==> src/logic/arm_ctl_pkg.sv <==
package arm_ctl_pkg;
  // register byte offsets on the apb bus
  localparam logic [7:0] OFS_CTRL = 8'h00;
  localparam logic [7:0] OFS_COUNT = 8'h04;
  localparam logic [7:0] OFS_LINES = 8'h08;
  localparam logic [7:0] OFS_STATUS = 8'h0C;
  localparam logic [7:0] OFS_DONE_CNT = 8'h10;
  // control field positions
  localparam int CTRL_SRC_LSB = 0;
  localparam int CTRL_BYPASS_BIT = 4;
  localparam int CTRL_START_BIT = 8;
  localparam int CTRL_ABORT_BIT = 9;
  // line select field positions
  localparam int LINES_IN_LSB = 0;
  localparam int LINES_OUT_LSB = 4;
  // status field positions
  localparam int STAT_STATE_LSB = 0;
  localparam int STAT_REJECT_BIT = 4;
  localparam int STAT_BYPUSED_BIT = 5;
  // arming event codes
  localparam logic [2:0] SRC_MANUAL = 3'h0;
  localparam logic [2:0] SRC_IMMEDIATE = 3'h1;
  localparam logic [2:0] SRC_BUS = 3'h2;
  localparam logic [2:0] SRC_EXTERNAL = 3'h3;
  localparam logic [2:0] SRC_MULTI = 3'h4;
  localparam logic [2:0] SRC_HOLD = 3'h5;
  localparam logic [2:0] SRC_TIMER = 3'h6;
  // trigger bus and count limits
  localparam int TBUS_LINES = 6;
  localparam logic [13:0] COUNT_MAX = 14'h270F;
  localparam logic [13:0] COUNT_INFINITE = 14'h0000;
  // reset values
  localparam logic [2:0] RST_SRC = SRC_IMMEDIATE;
  localparam logic [13:0] RST_COUNT = 14'h0001;
  localparam logic [2:0] RST_IN_LINE = 3'h1;
  localparam logic [2:0] RST_OUT_LINE = 3'h2;
  // arm layer states
  typedef enum logic [1:0] {
    ST_IDLE,
    ST_ARM,
    ST_SCAN
  } arm_state_t;
endpackage

==> src/logic/arm_evt_if.sv <==
`timescale 1ns/10ps
`default_nettype none
// event strobes from the edge detectors into the arm sequencer
interface arm_evt_if;
  logic step;
  logic bus;
  logic ext;
  logic [5:0] tbus;
  modport src (output step, output bus, output ext, output tbus);
  modport dst (input step, input bus, input ext, input tbus);
endinterface
`default_nettype wire

==> src/logic/rise_det.sv <==
`timescale 1ns/10ps
`default_nettype none
// rising edge detector, one-cycle pulse per edge
module rise_det (
  input wire logic clk,
  input wire logic rst,
  input wire logic din,
  output logic pulse
);
  logic prev_ff;
  logic nxt_prev;

  // hold the previous level so a long press counts once
  always_comb begin
    nxt_prev = din;
  end

  always_ff @(posedge clk or posedge rst) begin
    if (rst) begin
      prev_ff <= 1'b0;
    end else begin
      prev_ff <= nxt_prev;
    end
  end

  assign pulse = din & ~prev_ff;
endmodule
`default_nettype wire

==> src/logic/arm_layer_ctl.sv <==
// Implementation choices: register access over APB and the address map.
`timescale 1ns/10ps
`default_nettype none
// Operation
// - manual selected: only step key arms
// - step key active under timer/ext/bus/multi
// - step key advances under bus/ext/multi
// - immediate passes into scan at once
// - bus trigger arms when bus selected
// - external trigger arms when external selected
// - multi-line bus pulse arms when selected
// - input line selectable one through six
// - separate output line, equal lines rejected
// - hold never advances into scan
// - count sets passes, zero means infinite
// - finite count one to 9999
// - all zeros encodes infinite
// - count one arms exactly once
// - bypass skips first wait for ext/multi
// - acceptor setting disables bypass
module arm_layer_ctl
  import arm_ctl_pkg::*;
(
  input wire logic CLK,
  input wire logic RST,
  input wire logic PSEL,
  input wire logic PENABLE,
  input wire logic PWRITE,
  input wire logic [7:0] PADDR,
  input wire logic [31:0] PWDATA,
  output logic [31:0] PRDATA,
  output logic PREADY,
  output logic PSLVERR,
  input wire logic STEP_KEY,
  input wire logic BUS_TRIG,
  input wire logic EXT_TRIG,
  input wire logic TIMER_TICK,
  input wire logic [5:0] TBUS_IN,
  input wire logic SCAN_DONE,
  output logic SCAN_GO,
  output logic [5:0] TBUS_OUT,
  output logic [5:0] TBUS_OE
);
  arm_evt_if evt ();

  // edge detectors for the step key, bus, external and trigger bus inputs; timer tick used as is
  rise_det u_step (.clk(CLK), .rst(RST), .din(STEP_KEY), .pulse(evt.step));
  rise_det u_bus (.clk(CLK), .rst(RST), .din(BUS_TRIG), .pulse(evt.bus));
  rise_det u_ext (.clk(CLK), .rst(RST), .din(EXT_TRIG), .pulse(evt.ext));
  genvar gi;
  generate
    for (gi = 0; gi < TBUS_LINES; gi++) begin : g_tb
      rise_det u_tb (.clk(CLK), .rst(RST), .din(TBUS_IN[gi]), .pulse(evt.tbus[gi]));
    end
  endgenerate

  logic [2:0] src_ff, nxt_src;
  logic bypass_ff, nxt_bypass;
  logic [13:0] count_ff, nxt_count;
  logic [2:0] in_line_ff, nxt_in_line;
  logic [2:0] out_line_ff, nxt_out_line;
  logic reject_ff, nxt_reject;
  logic [31:0] prdata_ff, nxt_prdata;
  logic pready_ff, nxt_pready;
  logic pslverr_ff, nxt_pslverr;
  logic start_req, abort_req;
  arm_state_t state_ff, nxt_state;
  logic [13:0] done_ff, nxt_done;
  logic byp_used_ff, nxt_byp_used;
  logic go_ff, nxt_go;
  logic [5:0] tout_ff, nxt_tout;
  logic [5:0] toe_ff, nxt_toe;
  logic arm_event;
  logic [2:0] w_in, w_out;
  logic [13:0] w_cnt;
  logic wr_acc;

  assign wr_acc = PSEL & PENABLE & PWRITE & ~pready_ff;
  assign w_in = PWDATA[LINES_IN_LSB +: 3];
  assign w_out = PWDATA[LINES_OUT_LSB +: 3];
  assign w_cnt = PWDATA[13:0];

  // apb slave: one wait state, so every access answers on the second access edge
  always_comb begin
    nxt_src = src_ff;
    nxt_bypass = bypass_ff;
    nxt_count = count_ff;
    nxt_in_line = in_line_ff;
    nxt_out_line = out_line_ff;
    nxt_reject = reject_ff;
    nxt_prdata = prdata_ff;
    nxt_pslverr = 1'b0;
    nxt_pready = PSEL & PENABLE & ~pready_ff;
    start_req = 1'b0;
    abort_req = 1'b0;
    if (wr_acc) begin
      case (PADDR)
        OFS_CTRL: begin
          if (PWDATA[CTRL_SRC_LSB +: 3] <= SRC_TIMER) begin
            nxt_src = PWDATA[CTRL_SRC_LSB +: 3];
          end else begin
            nxt_pslverr = 1'b1;
          end
          nxt_bypass = PWDATA[CTRL_BYPASS_BIT]; // acceptor when clear
          start_req = PWDATA[CTRL_START_BIT];
          abort_req = PWDATA[CTRL_ABORT_BIT];
        end
        OFS_COUNT: begin
          if (w_cnt <= COUNT_MAX) begin // zero kept as infinite
            nxt_count = w_cnt;
          end else begin
            nxt_pslverr = 1'b1;
          end
        end
        OFS_LINES: begin
          // lines are one-based; equal or out-of-range pairs are refused
          if (w_in == 3'h0 || w_in > 3'h6 || w_out == 3'h0 || w_out > 3'h6 || w_in == w_out) begin
            nxt_reject = 1'b1;
            nxt_pslverr = 1'b1;
          end else begin
            nxt_reject = 1'b0;
            nxt_in_line = w_in;
            nxt_out_line = w_out;
          end
        end
        default: nxt_pslverr = 1'b1;
      endcase
    end else if (PSEL & PENABLE & ~pready_ff) begin
      case (PADDR)
        OFS_CTRL: nxt_prdata = {27'h0, bypass_ff, 1'b0, src_ff};
        OFS_COUNT: nxt_prdata = {18'h0, count_ff};
        OFS_LINES: nxt_prdata = {25'h0, out_line_ff, 1'b0, in_line_ff};
        OFS_STATUS: nxt_prdata = {26'h0, byp_used_ff, reject_ff, 2'h0, state_ff};
        OFS_DONE_CNT: nxt_prdata = {18'h0, done_ff};
        default: begin
          nxt_prdata = 32'h0;
          nxt_pslverr = 1'b1;
        end
      endcase
    end
  end

  always_ff @(posedge CLK or posedge RST) begin
    if (RST) begin
      src_ff <= RST_SRC;
      bypass_ff <= 1'b0;
      count_ff <= RST_COUNT;
      in_line_ff <= RST_IN_LINE;
      out_line_ff <= RST_OUT_LINE;
      reject_ff <= 1'b0;
      prdata_ff <= 32'h0;
      pready_ff <= 1'b0;
      pslverr_ff <= 1'b0;
    end else begin
      src_ff <= nxt_src;
      bypass_ff <= nxt_bypass;
      count_ff <= nxt_count;
      in_line_ff <= nxt_in_line;
      out_line_ff <= nxt_out_line;
      reject_ff <= nxt_reject;
      prdata_ff <= nxt_prdata;
      pready_ff <= nxt_pready;
      pslverr_ff <= nxt_pslverr;
    end
  end

  // arming event select; step key works in every waiting source except hold/immediate
  always_comb begin
    case (src_ff)
      SRC_MANUAL: arm_event = evt.step;
      SRC_IMMEDIATE: arm_event = 1'b1;
      SRC_BUS: arm_event = evt.bus | evt.step;
      SRC_EXTERNAL: arm_event = evt.ext | evt.step;
      SRC_MULTI: arm_event = evt.tbus[in_line_ff - 3'h1] | evt.step;
      SRC_TIMER: arm_event = TIMER_TICK | evt.step;
      SRC_HOLD: arm_event = 1'b0;
      default: arm_event = 1'b0;
    endcase
  end

  // arm sequencer: arm layer waits, scan layer runs until scan reports done
  always_comb begin
    nxt_state = state_ff;
    nxt_done = done_ff;
    nxt_byp_used = byp_used_ff;
    nxt_go = 1'b0;
    nxt_tout = 6'h0;
    nxt_toe = 6'h0;
    nxt_toe[out_line_ff - 3'h1] = 1'b1; // selected output line driven
    case (state_ff)
      ST_IDLE: begin
        if (start_req) begin
          nxt_state = ST_ARM;
          nxt_done = 14'h0;
          nxt_byp_used = 1'b0;
        end
      end
      ST_ARM: begin
        if (abort_req) begin
          nxt_state = ST_IDLE;
        end else if (src_ff != SRC_HOLD && bypass_ff && !byp_used_ff &&
                     (src_ff == SRC_EXTERNAL || src_ff == SRC_MULTI)) begin
          nxt_byp_used = 1'b1; // first pass only
          nxt_state = ST_SCAN;
          nxt_go = 1'b1;
        end else if (arm_event) begin
          nxt_byp_used = 1'b1;
          nxt_state = ST_SCAN;
          nxt_go = 1'b1;
          nxt_tout[out_line_ff - 3'h1] = 1'b1; // announce arming on output line
        end
      end
      ST_SCAN: begin
        if (abort_req) begin
          nxt_state = ST_IDLE;
        end else if (SCAN_DONE) begin
          // saturate so an infinite run never wraps
          if (done_ff != COUNT_MAX) begin
            nxt_done = done_ff + 14'h1;
          end
          if (count_ff != COUNT_INFINITE && done_ff + 14'h1 >= count_ff) begin
            nxt_state = ST_IDLE; // count one ends after one pass
          end else begin
            nxt_state = ST_ARM;
          end
        end
      end
      default: nxt_state = ST_IDLE;
    endcase
  end

  always_ff @(posedge CLK or posedge RST) begin
    if (RST) begin
      state_ff <= ST_ARM;
      done_ff <= 14'h0;
      byp_used_ff <= 1'b0;
      go_ff <= 1'b0;
      tout_ff <= 6'h0;
      toe_ff <= 6'h0;
    end else begin
      state_ff <= nxt_state;
      done_ff <= nxt_done;
      byp_used_ff <= nxt_byp_used;
      go_ff <= nxt_go;
      tout_ff <= nxt_tout;
      toe_ff <= nxt_toe;
    end
  end

  assign PRDATA = prdata_ff;
  assign PREADY = pready_ff;
  assign PSLVERR = pslverr_ff;
  assign SCAN_GO = go_ff;
  assign TBUS_OUT = tout_ff;
  assign TBUS_OE = toe_ff;
endmodule
`default_nettype wire

==> config.mk <==
export PLATFORM = sky130hd
export DESIGN_NAME = arm_layer_ctl
export DESIGN_NICKNAME = d
export VERILOG_FILES = /design/src/logic/arm_ctl_pkg.sv /design/src/logic/arm_evt_if.sv /design/src/logic/rise_det.sv /design/src/logic/arm_layer_ctl.sv
export SDC_FILE = /design/constraint.sdc
export NUM_CORES = 1
export LEC_CHECK = 0
export BUFFER_PORTS_ARGS = -buffer_cell sky130_fd_sc_hd__buf_2
export CORE_MARGIN = 8
export CORE_UTILIZATION = 45
export DETAILED_ROUTE_END_ITERATION = 6
export PLACE_DENSITY_LB_ADDON = 0.15
export SETUP_SLACK_MARGIN = 0.2
export SKIP_LAST_GASP = 1
export SYNTH_ARGS = -nofsm -noshare
export SYNTH_HDL_FRONTEND = slang
export SYNTH_SLANG_ARGS = --single-unit
==> constraint.sdc <==
create_clock -name CLK -period 3.9 [get_ports CLK]
set_input_delay 0.39 -clock CLK [delete_from_list [all_inputs] [get_ports CLK]]
set_output_delay 0.39 -clock CLK [all_outputs]
set_load 0.01 [all_outputs]
# After elaboration in Yosys (flattened, before gate mapping)
# Cells that the tools add are included.
# W data, S select, Z words.
# op_classes
addsub	3
order_cmp	8
n_eq_ne	22
mux	43
n_bitwise	29
n_reduce_logical	29
# op_table
cell	n
$pmux W14 S5	1
$mux W14	4
$pmux W14 S2	1
$mux W6	4
$mux W1	21
$eq A8 B4 Y1 const B	2
$add A14 B1 Y14 const B	1
$ge A14 B14 Y1	1
$le A14 B14 Y1 const B	1
$ne A14 B14 Y1 const B	1
$reduce_bool A14 Y1	1
$and A1 B1 Y1	13
$mux W2	6
$not A1 Y1	12
$reduce_and A3 Y1	4
$ne A2 B2 Y1 const B	5
$logic_not A3 Y1	3
$ne A3 B3 Y1 const B	3
$eq A8 B3 Y1 const B	1
$eq A8 B5 Y1 const B	1
$logic_not A8 Y1	1
$lt A3 B4 Y1 const B	2
$eq A3 B2 Y1 const B	2
$eq A3 B3 Y1 const B	2
25 further kinds	41
# word_totals
reg_bits	98
in_bits	56
out_inout_bits	47
wordCells	158

# Depth between registers and ports, before layout
# Gate-level depths: netlist of the first run.
# depth
depth_word	10
depth_mapped	12
ltp_nobuf	11

# Hierarchy
# A second synthesis of the first run with hierarchy kept.
# hier_totals
hier_cells	461
hier_area_um2	4614.4
# by_module_without_submodules
module	n_inst	cells_per_inst	area_per_inst_um2	seq_area_each_um2
arm_layer_ctl	1	434	4231.6	1783.0
rise_det	9	3	42.5	25.0

# Worst setup path before layout of the first run
# No wires, ideal clock.
# synth_timing
kind	flip-flop to flip-flop
from	reg done_ff[0]
to	reg state_ff[0]
setup_time_ns	0.079
t_arrival_ns	2.552
required_time_ns	3.821
path_slack_ns	1.268
stages_incl_launch_ff	13
path_buffers	1
synth_period_minus_slack_ns	2.632
cell_sequence	dfrtp_1 -> ha_1 -> nand3_1 -> or3_1 -> clkbuf_1 -> o21ai_0 -> nand2_1 -> ha_1 -> o21ai_0 -> o21a_1 -> and2_0 -> a211o_1 -> a22o_1
# synth_between
elab_chain_cells	7
# synth_rtl
item	line	rtl
start, declared	arm_layer_ctl.sv:68	logic [13:0] done_ff, nxt_done;
start signal, assigned	arm_layer_ctl.sv:242	done_ff <= nxt_done;
$add A14 B1 Y14	arm_layer_ctl.sv:221	if (count_ff != COUNT_INFINITE && done_ff + 14'h1 >= count_ff) begin
$ge A14 B14 Y1	arm_layer_ctl.sv:221	
$logic_and A1 B1 Y1	arm_layer_ctl.sv:221	
$mux W1	arm_layer_ctl.sv:221	
$mux W2	arm_layer_ctl.sv:216	end else if (SCAN_DONE) begin
$mux W2	arm_layer_ctl.sv:214	if (abort_req) begin
$pmux W2 S3	arm_layer_ctl.sv:190	case (state_ff)
end signal, assigned	arm_layer_ctl.sv:241	state_ff <= nxt_state;
end, declared	arm_layer_ctl.sv:67	arm_state_t state_ff, nxt_state;
# No other way between the ends. The select of a mux whose other input is x is not followed.
# A chain may end at the register's enable or synchronous reset.

# Worst setup path in the final report of the first run
# Ends and elaborated chain as after synthesis.

==> reports/metrics.yaml, run 1 <==
synth-seq-cells: 80
hold_buffers: 0
swShare: 0.269
synth_area_sq_um: 4530
yosysTopAreaCellShare: 0.414
synth_compound_area_frac: 0.170
root_buffer: "clkbuf_8"
wl_per_cell_um: 17.5
outcome: "complete, no violations"
initial_core_util: 0.463
rsz0062_at_grt: "false"
critPathKind: "register to register"
hp-class: "input port to register"
setup_viol: 0
synthArstFlopShare: 1.00
synth_xor_area_frac: 0.0193
finalSetupTns_ns: 0
place.gp.congestion: 0.853
syn_area_per_cell_sq_um: 9.91
synth_top_family_by_area: "simple AND/OR/NAND/NOR gates"
synth_edf_count: 0
p_int_mw: 1.35
drv_cap: 0
synth_fa_ha_area_frac: 0.0470
skew_ns: 0.0136
max_slew_margin: 0.446
port_buffers: 66
synth_seq_area_share: 0.443
cts_tree: "done"
ioPinCount: 103
final-seq-area_sq_um: 2010
drc: 0
met3_usage: 0.0398
power_frac_comb: 0.132
dr.first_iter.drc_count: 307
vias: 3612
post_cts.repair.setup_buffers: 0
grt_max_degree: 50
min_period_ns: 2.95
net-switching-power_mw: 0.498
finalCritPeriodShare: 0.756
synth_top_area_cell: "dfrtp_1"
setup.worst_path.start_class: "register"
hold_viol: 0
seqPwrFrac: 0.487
fin_nets: 585
synth_top_flop_cell: "dfrtp_1"
cts_made_buffers: 9
powerDensity_nw_per_um2: 363
clk_latency_ns: 0.36
report.final.slew_viol_count: 0
fill_cells: 920
drt.antenna.violating_nets: 0
overflow: 0
grt_pass1_wl_um: 18800
required_ns: 4.19
arrival_ns: 3.24
leakage_nw: 2.44
cts_buffer_depth: 2
clkTransAtPathRegs_ns: 0.08
p_clk_frac: 0.381
coreArea_sq_um: 9770
cp_max_fo: 7
met2_usage: 0.279
tightest_slew_ns: 0.830
grt_usage: 0.180
busiest_layer: "met2"
synth_warnings: 0
synthTopCellsByArea: "dfrtp_1 (41%), ha_1 (4.7%), mux2_2 (4.0%), nand2_1 (3.6%), buf_4 (3.3%)"
layout_common_cells: "dfrtp_1 (75), buf_2 (66), nand2_1 (44)"
synthSimpleGateAreaFrac: 0.176
htreeDepth: 3
use_met1: 0.246
grt_pass1_vias: 3664
multi_input_area_sq_um: 2250
antenna_found_initial: 0
post_drt_via_cell_ratio: 5.56
max_freq_mhz: 339
max-vdd-ir-drop_mv: 0.187
diodes: 0
num_rows: 36
cts.sinks: 80
area_delta_synth_final_pct: 12.6
dp_hpwl_um: 8680
dieArea_sq_um: 13500
synth.distinct_cells: 71
drive_above_1_share: 0.240
routed_wl_um: 11400
die_w_um: 116
fp.dieH_um: 116
final_cell_area_sq_um: 5100
final_common_cell: "dfrtp_1"
muxShareOfSynthArea: 0.0685
first_pass_iters: 5
netlist_instances: 457
cts_resized: 0
cp-end-kind: "register"
dpl_cell_area_sq_um: 4870
==> flip-flops by register name (all words and copies together) (netlist names) <==
name,count
reject_ff,1
done_ff,14
PREADY,1
TBUS_OE,6
PSLVERR,1
SCAN_GO,1
u_ext.prev_ff,1
out_line_ff,3
count_ff,14
bypass_ff,1
byp_used_ff,1
src_ff,3
TBUS_OUT,6
state_ff,2
g_tb.u_tb.prev_ff,6
in_line_ff,3
PRDATA,14
u_step.prev_ff,1
u_bus.prev_ff,1
==> power by group through the flow <==
stage / clock network [mW] / logic [mW] / registers [mW]
2_1_floorplan: 0 / 0.190 / 0.899
3_5_place_dp: 0 / 0.246 / 0.917
6_report: 0.704 / 0.244 / 0.902
3_3_place_gp: 0 / 0.237 / 0.916
5_1_grt: 0.762 / 0.285 / 0.908
4_1_cts: 0.719 / 0.247 / 0.901
==> cells by family (layout without fill, tap and decap cells) <==
| group | count (synthesis) | count (layout) |
|---|---|---|
| other | 1 | 18 |
| buffers and inverters | 68 | 111 |
| flip-flops | 80 | 80 |
| XOR/XNOR | 10 | 10 |
| adder cells (fa/ha/maj) | 17 | 17 |
| AO/OA/AOI/OAI | 108 | 108 |
| multiplexers | 26 | 26 |
| AND/OR/NAND/NOR | 147 | 147 |
==> worst paths after layout <==
path | start | to | slack [ns] | depth (start not counted)
setup reg to reg | done_ff[0] | state_ff[0] | 0.95 | 11
hold / removal | TBUS_IN[1] | g_tb[1].u_tb.prev_ff | 0.15 | 1
max in group asynchronous | RST | in_line_ff[0] | 2.78 | 3
hold reg to reg | PRDATA[13] | PRDATA[13] | 0.48 | 2
setup / recovery | done_ff[0] | state_ff[0] | 0.95 | 11
min in group asynchronous | RST | TBUS_OE[5] | 0.16 | 2
==> stage by stage <==
stage | worst slack [ns] | util | power [mW] | std cells | hold WS [ns]
global route | 0.746 | 0.522 | 1.95 | 650 | 0.120
global placement | 1.02 | 0.498 | 1.15 | 634 | 0.456
finish | 0.950 | 0.522 | 1.85 | 650 | 0.150
CTS | 0.955 | 0.522 | 1.87 | 650 | 0.127
detailed placement | 0.969 | 0.498 | 1.16 | 634 | 0.468
floorplan | 1.27 | - | 1.09 | 474 | 0.421
==> area by class of cell <==
class | count | share of cell area
timing repair buffer | 68 | 0.0677
tap | 133 | 0.0326
sequential | 80 | 0.394
clock buffer | 11 | 0.0297
inverter | 27 | 0.0201
multi-input combinational | 326 | 0.441
clock inverter | 5 | 0.0155
==> cells in the mapped netlist (all sizes together) (7+ instances only) <==
master and instances:
dfrtp 75, nand2 44, o21ai 28, inv 27, buf 25, mux2 22, nor2 21, ha 17
clkbuf 16, nand3 16, nor3 14, a21oi 9, a22oi 8, nor4 8, xnor2 7
==> layer usage <==
metal / share of wire / wire [um] / vias to the layer above
met4: 0.0093 / 106 / 0
met5: 0 / 0 / -
met2: 0.46 / 5260 / 112
met1: 0.46 / 5260 / 1761
li1: - / - / 1732
met3: 0.068 / 771 / 7
==> worst max-delay path: stages, from the launching register on <==
cell	delay, ns
dfrtp_1	0.48
ha_1	0.25
nand3_1	0.14
or3_1	0.51
o21ai_0	0.26
nand2_1	0.09
ha_1	0.29
o21ai_0	0.07
o21a_1	0.18
and2_0	0.14
a211o_1	0.29
a22o_1	0.19
(Power assumes the default switching activity.)
==> run 2: changes to the inputs <==
==> constraint.sdc (replaced) <==
create_clock -name CLK -period 3.1 [get_ports CLK]
set_input_delay 0.31 -clock CLK [delete_from_list [all_inputs] [get_ports CLK]]
set_output_delay 0.31 -clock CLK [all_outputs]
set_load 0.01 [all_outputs]
==> run 2 against run 1 <==
- non-clock buffer count rose by 7
- combinational power rose by 39%
- clock power is 23% higher
- die area unchanged
- hold slack got worse by 0.091 ns
- routed wire length up 2.1%
- highest routed layer unchanged
- design area rose by 1.1%
- sequential cell count did not move
- total power increased by 26%
- core utilization rose by 0.59 points
==> reports/metrics.yaml, run 2 (synthesis results as in run 1) <==
diodes: 0  # unchanged
skew_ns: 0.0111  # -0.00254 ns
fill_cells: 918  # -0.22%
seqPwrFrac: 0.484  # -0.003
net-switching-power_mw: 0.655  # +32%
outcome: "complete, no violations"
critPathTopFamily: "simple AND/OR/NAND/NOR gates"
clkTransAtPathRegs_ns: 0.09  # about the same
tightest_slew_ns: 0.826  # -0.00315 ns
drt.antenna.violating_nets: 0  # unchanged
dpl_cell_area_sq_um: 4910  # +0.77%
hp-class: "input port to register"
p_clk_frac: 0.371  # -0.010
dr.first_iter.drc_count: 307  # unchanged
hold_viol: 0  # unchanged
port_buffers: 66  # unchanged
max-vdd-ir-drop_mv: 0.262  # +40%
final-seq-area_sq_um: 2010  # +0.25%
arrival_ns: 3.08  # -0.16 ns
powerDensity_nw_per_um2: 453  # +25%
fin_nets: 592  # +1.2%
finalCritPeriodShare: 0.896  # +0.140
drive_above_1_share: 0.258  # +0.0178
rsz0062_at_grt: "false"
required_ns: 3.40  # -0.79 ns
clk_latency_ns: 0.36  # about the same
leakage_nw: 2.46  # +0.48%
post_drt_via_cell_ratio: 5.65  # +1.7%
wl_per_cell_um: 17.7  # +1.0%
ioPinCount: 103  # unchanged
dieArea_sq_um: 13500  # unchanged
routed_wl_um: 11600  # +2.1%
met1_length_um: 5290  # +0.70%
cp_max_fo: 6  # -1
setup_viol: 0  # unchanged
critPathKind: "register to register"
cts_made_buffers: 9  # unchanged
p_int_mw: 1.68  # +24%
coreArea_sq_um: 9770  # unchanged
wl_met2_um: 5210  # -0.84%
area_delta_synth_final_pct: 13.9
max_slew_margin: 0.447  # about the same
fp.dieH_um: 116  # unchanged
cp.buffers_inverters: 0  # unchanged
cpMaxStageDelayCell: "or4b_2"
power_frac_comb: 0.145  # +0.013
grt_pass1_wl_um: 18700  # -0.44%
htreeDepth: 3  # unchanged
root_buffer: "clkbuf_8"
multi_input_area_sq_um: 2260  # +0.33%
final_common_cell: "dfrtp_1"
place.gp.congestion: 0.865  # +1.4%
dp_hpwl_um: 8810  # +1.5%
final_cell_area_sq_um: 5160  # +1.1%
max_freq_mhz: 360  # +6.2%
cts_buffer_depth: 2  # unchanged
cpPeakStageDelay_ns: 0.70  # +0.19 ns
min_period_ns: 2.78  # -0.171 ns
grt_usage: 0.178  # -0.00247
initial_core_util: 0.463  # unchanged
cts_tree: "done"
grt_pass1_vias: 3677  # +0.35%
drv_cap: 0  # unchanged
layout_common_cells: "dfrtp_1 (71), buf_2 (66), nand2_1 (44)"
die_w_um: 116  # unchanged
cts.sinks: 80  # unchanged
first_pass_iters: 5  # unchanged
setup.worst_path.start_class: "register"
antenna_found_initial: 0  # unchanged
drc: 0  # unchanged
vias: 3712  # +2.8%
overflow: 0  # unchanged
num_rows: 36  # unchanged
finalSetupTns_ns: 0  # unchanged
dr.max_layer_used: "met4"
swShare: 0.280  # +0.0112
wl_met3_um: 921  # +19%
report.final.slew_viol_count: 0  # unchanged
grt_max_degree: 33  # -34%
path_cells: "and4_1, nand3_1, or4b_2, nand2b_1, ha_1, a211oi_1, o21a_1, and2_0, a211o_1, a22o_1"
cp-end-kind: "register"
## run 2: worst paths after layout
| path | to | cells past startpoint | start | slack (ns) |
|---|---|---|---|---|
| min in group asynchronous | TBUS_OE[4] | 3 | RST | 0.52 |
| max reg2reg | state_ff[0] | 10 | done_ff[3] | 0.32 |
| min reg2reg | PRDATA[0] | 2 | PRDATA[0] | 0.48 |
| min | g_tb[2].u_tb.prev_ff | 1 | TBUS_IN[2] | 0.06 |
| max in group asynchronous | src_ff[0] | 4 | RST | 1.78 |
| max | state_ff[0] | 10 | done_ff[3] | 0.32 |
## run 2: layout make-up
type                            instances  area share
Clock inverter                          6      0.0179
Multi-Input combinational cell        326       0.437
Sequential cell                        80       0.390
Tap cell                              133      0.0323
Inverter                               27      0.0199
Clock buffer                           10      0.0247
Timing Repair Buffer                   75      0.0776
## run 2: per-layer routing
metal | vias up | global-route usage
met3 | 19 | 0.0315
li1 | 1747 | -
met2 | 139 | 0.273
met4 | 0 | 0.0640
met5 | - | 0
met1 | 1807 | 0.246
## run 2: through the flow
| step | power (mW) | hold slack [ns] | utilization | setup WS (ns) | cells |
|---|---|---|---|---|---|
| final | 2.34 | 0.0593 | 0.528 | 0.321 | 657 |
| after global routing | 2.43 | 0.0478 | 0.528 | 0.207 | 657 |
| after floorplan | 1.37 | 0.341 | - | 0.468 | 474 |
| after detailed placement | 1.47 | 0.373 | 0.502 | 0.228 | 639 |
| after global placement | 1.46 | 0.373 | 0.502 | 0.283 | 639 |
| after CTS | 2.34 | 0.0500 | 0.526 | 0.242 | 656 |
## run 2: what timing repair did
| action | CTS | global route |
|---|---|---|
| resized for setup | 1 | 6 |
| endpoints found under the hold margin | 26 | 0 |
| buffers inserted | 0 | 1 |
| endpoints found under the setup margin | 1 | 1 |
| hold buffers | 1 | 0 |
## run 2: power groups by stage
stage               sequential, mW  combinational (mW)  clock, mW
detailed placement            1.15               0.318          0
floorplan                     1.13               0.239          0
CTS                           1.13               0.322      0.882
global route                  1.14               0.375      0.915
global placement              1.15               0.307          0
finish                        1.13               0.340      0.868
## run 2: worst reg2reg max path, delay by kind of cell, from the launching register on
family	cells	cell delay [ns]
compound gates	4	0.69
fa+ha+maj	1	0.25
flops	1	0.42
simple gates	5	1.39
==> run 3: changes to the inputs <==
--- a/config.mk
+++ b/config.mk
@@ -6,6 +6,7 @@
 export NUM_CORES = 1
 export LEC_CHECK = 0
 export BUFFER_PORTS_ARGS = -buffer_cell sky130_fd_sc_hd__buf_2
+export CORE_ASPECT_RATIO = 0.8
 export CORE_MARGIN = 8
 export CORE_UTILIZATION = 45
 export DETAILED_ROUTE_END_ITERATION = 6
==> run 3 against run 2 <==
- first-iteration DRC count is 18% higher
- routed wire length is 3.6% higher
- worst setup slack better by 0.0099 ns
- via count is 0.16% higher
- sequential share of layout area shrank 1.1 points
- die area grew 0.15%
- design area is 2.9% higher
- critical path type unchanged
==> reports/metrics.yaml, run 3 (synthesis results as in run 1) <==
diodes: 0  # unchanged
grt_usage: 0.182  # +0.00411
fill_cells: 911  # -0.76%
leakage_nw: 2.53  # +2.9%
hold_viol: 0  # unchanged
fp.dieH_um: 106  # -9.1%
grt_pass1_wl_um: 19500  # +4.1%
max_slew_margin: 0.476  # +0.0291
vias: 3718  # +0.16%
max-vdd-ir-drop_mv: 0.369  # +41%
layout_setup_ws_ns: 0.331  # +0.00989 ns
coreArea_sq_um: 9730  # -0.46%
final_common_cell: "dfrtp_1"
cts_made_buffers: 9  # unchanged
clk_latency_ns: 0.33  # -0.03 ns
grt_max_degree: 42  # +27%
htreeDepth: 3  # unchanged
drt.antenna.violating_nets: 0  # unchanged
port_buffers: 66  # unchanged
grt_pass1_vias: 3683  # +0.16%
cts_tree: "done"
drc: 0  # unchanged
cp-end-kind: "register"
report.final.slew_viol_count: 0  # unchanged
drv_cap: 0  # unchanged
dieArea_sq_um: 13600  # +0.15%
cpMaxStageDelayCell: "or4b_2"
critPathKind: "register to register"
hp-class: "input port to async pin"
cts.sinks: 80  # unchanged
setup.worst_path.start_class: "register"
setup_viol: 0  # unchanged
place.gp.congestion: 0.856  # -1.0%
routed_wl_um: 12100  # +3.6%
fin_nets: 593  # +0.17%
root_buffer: "clkbuf_16"
finalCritPeriodShare: 0.893  # -0.00319
dr.first_iter.drc_count: 361  # +18%
ioPinCount: 103  # unchanged
fin_util: 0.545  # +0.0176
powerDensity_nw_per_um2: 509  # +12%
area_delta_synth_final_pct: 17.2
rsz0062_at_grt: "false"
clkTransAtPathRegs_ns: 0.06  # -0.03 ns
place_ws_ns: 0.176  # -0.0517 ns
total_power_mw: 2.70  # +15%
r2r_slack_ns: 0.33  # about the same
initial_core_util: 0.466  # +0.00215
cts_buffer_depth: 2  # unchanged
drive_above_1_share: 0.261  # +0.00332
cpPeakStageDelay_ns: 0.70  # about the same
path_cells: "and4_1, nand3_1, or4b_2, nand2b_1, ha_1, a211oi_1, o21a_1, and2_0, a211o_1, a22o_1"
max_freq_mhz: 361  # +0.36%
tightest_slew_ns: 0.783  # -0.0435 ns
multi_input_area_sq_um: 2270  # +0.44%
outcome: "complete, no violations"
skew_ns: 0.00686  # -0.00422 ns
post_drt_via_cell_ratio: 5.62  # -0.44%
min_period_ns: 2.77  # -0.00989 ns
antenna_found_initial: 0  # unchanged
layout_common_cells: "dfrtp_1 (71), buf_2 (66), nand2_1 (44)"
cp_max_fo: 8  # +2
final-seq-area_sq_um: 2010  # unchanged
arrival_ns: 3.05  # -0.03 ns
die_w_um: 128  # +10%
dp_hpwl_um: 9190  # +4.3%
num_rows: 32  # -11%
wl_per_cell_um: 18.2  # +3.0%
first_pass_iters: 5  # unchanged
overflow: 0  # unchanged
required_ns: 3.38  # -0.02 ns
finalSetupTns_ns: 0  # unchanged
-- run 3: changes by cell type in the layout (fill, tap and decap cells not counted), sizes merged --
cell / before / now
buf: 74 / 76
bufinv: 2 / 3
clkinv: 2 / 3
clkinvlp: 2 / 1
dlygate4sd3: 1 / 0
inv: 27 / 26
-- run 3: worst paths after layout --
| check | end | depth (start not counted) | start |
|---|---|---|---|
| min in group CLK | g_tb[1].u_tb.prev_ff | 1 | TBUS_IN[1] |
| worst max-delay path | state_ff[0] | 10 | done_ff[2] |
| max in group asynchronous | done_ff[9] | 3 | RST |
| worst min-delay path | TBUS_OUT[0] | 2 | RST |
| worst max register to register | state_ff[0] | 10 | done_ff[2] |
| worst min register to register | PRDATA[13] | 2 | PRDATA[13] |
-- run 3: cell type report --
class,instances,share of cell area
multi-input combinational,326,0.427
sequential,80,0.379
timing repair buffer,76,0.0788
clock buffer,10,0.0432
tap,136,0.0321
clock inverter,6,0.0203
inverter,27,0.0193
-- run 3: critical path: cells and delay by family (launching register included) --
family	cells	cell delay [ns]
AO/OA/AOI/OAI	4	0.68
adder cells (fa/ha/maj)	1	0.25
AND/OR/NAND/NOR	5	1.36
flip-flops	1	0.43
-- run 3: layer usage --
metal  routed length (um)  global-route usage  vias up
met1                 6090               0.265     1835
met4                  116              0.0491        0
met2                 4960               0.262      133
met3                  886              0.0438        6
met5                    0                   0        -
li1                     -                   -     1744
-- run 3: repair_timing --
action	4_1_cts	5_1_grt
setup endpoints to repair	1	1
buffers inserted	0	3
cloned	0	0
hold buffers	0	0
resized for setup	1	6
pin swaps	0	1
-- run 3: per-stage QoR --
| stage | area [sq um] | std cells | hold slack [ns] |
|---|---|---|---|
| floorplan | 4590 | 474 | 0.341 |
| global placement | 4920 | 642 | 0.427 |
| detailed placement | 4920 | 642 | 0.429 |
| CTS | 5260 | 658 | 0.0790 |
| global route | 5310 | 661 | 0.0753 |
| finish | 5310 | 661 | 0.0692 |
-- run 3: power breakdown --
group | switching (mW) | internal (mW)
registers | 0.0547 | 1.09
clock network | 0.412 | 0.784
logic | 0.202 | 0.162
total | 0.669 | 2.03
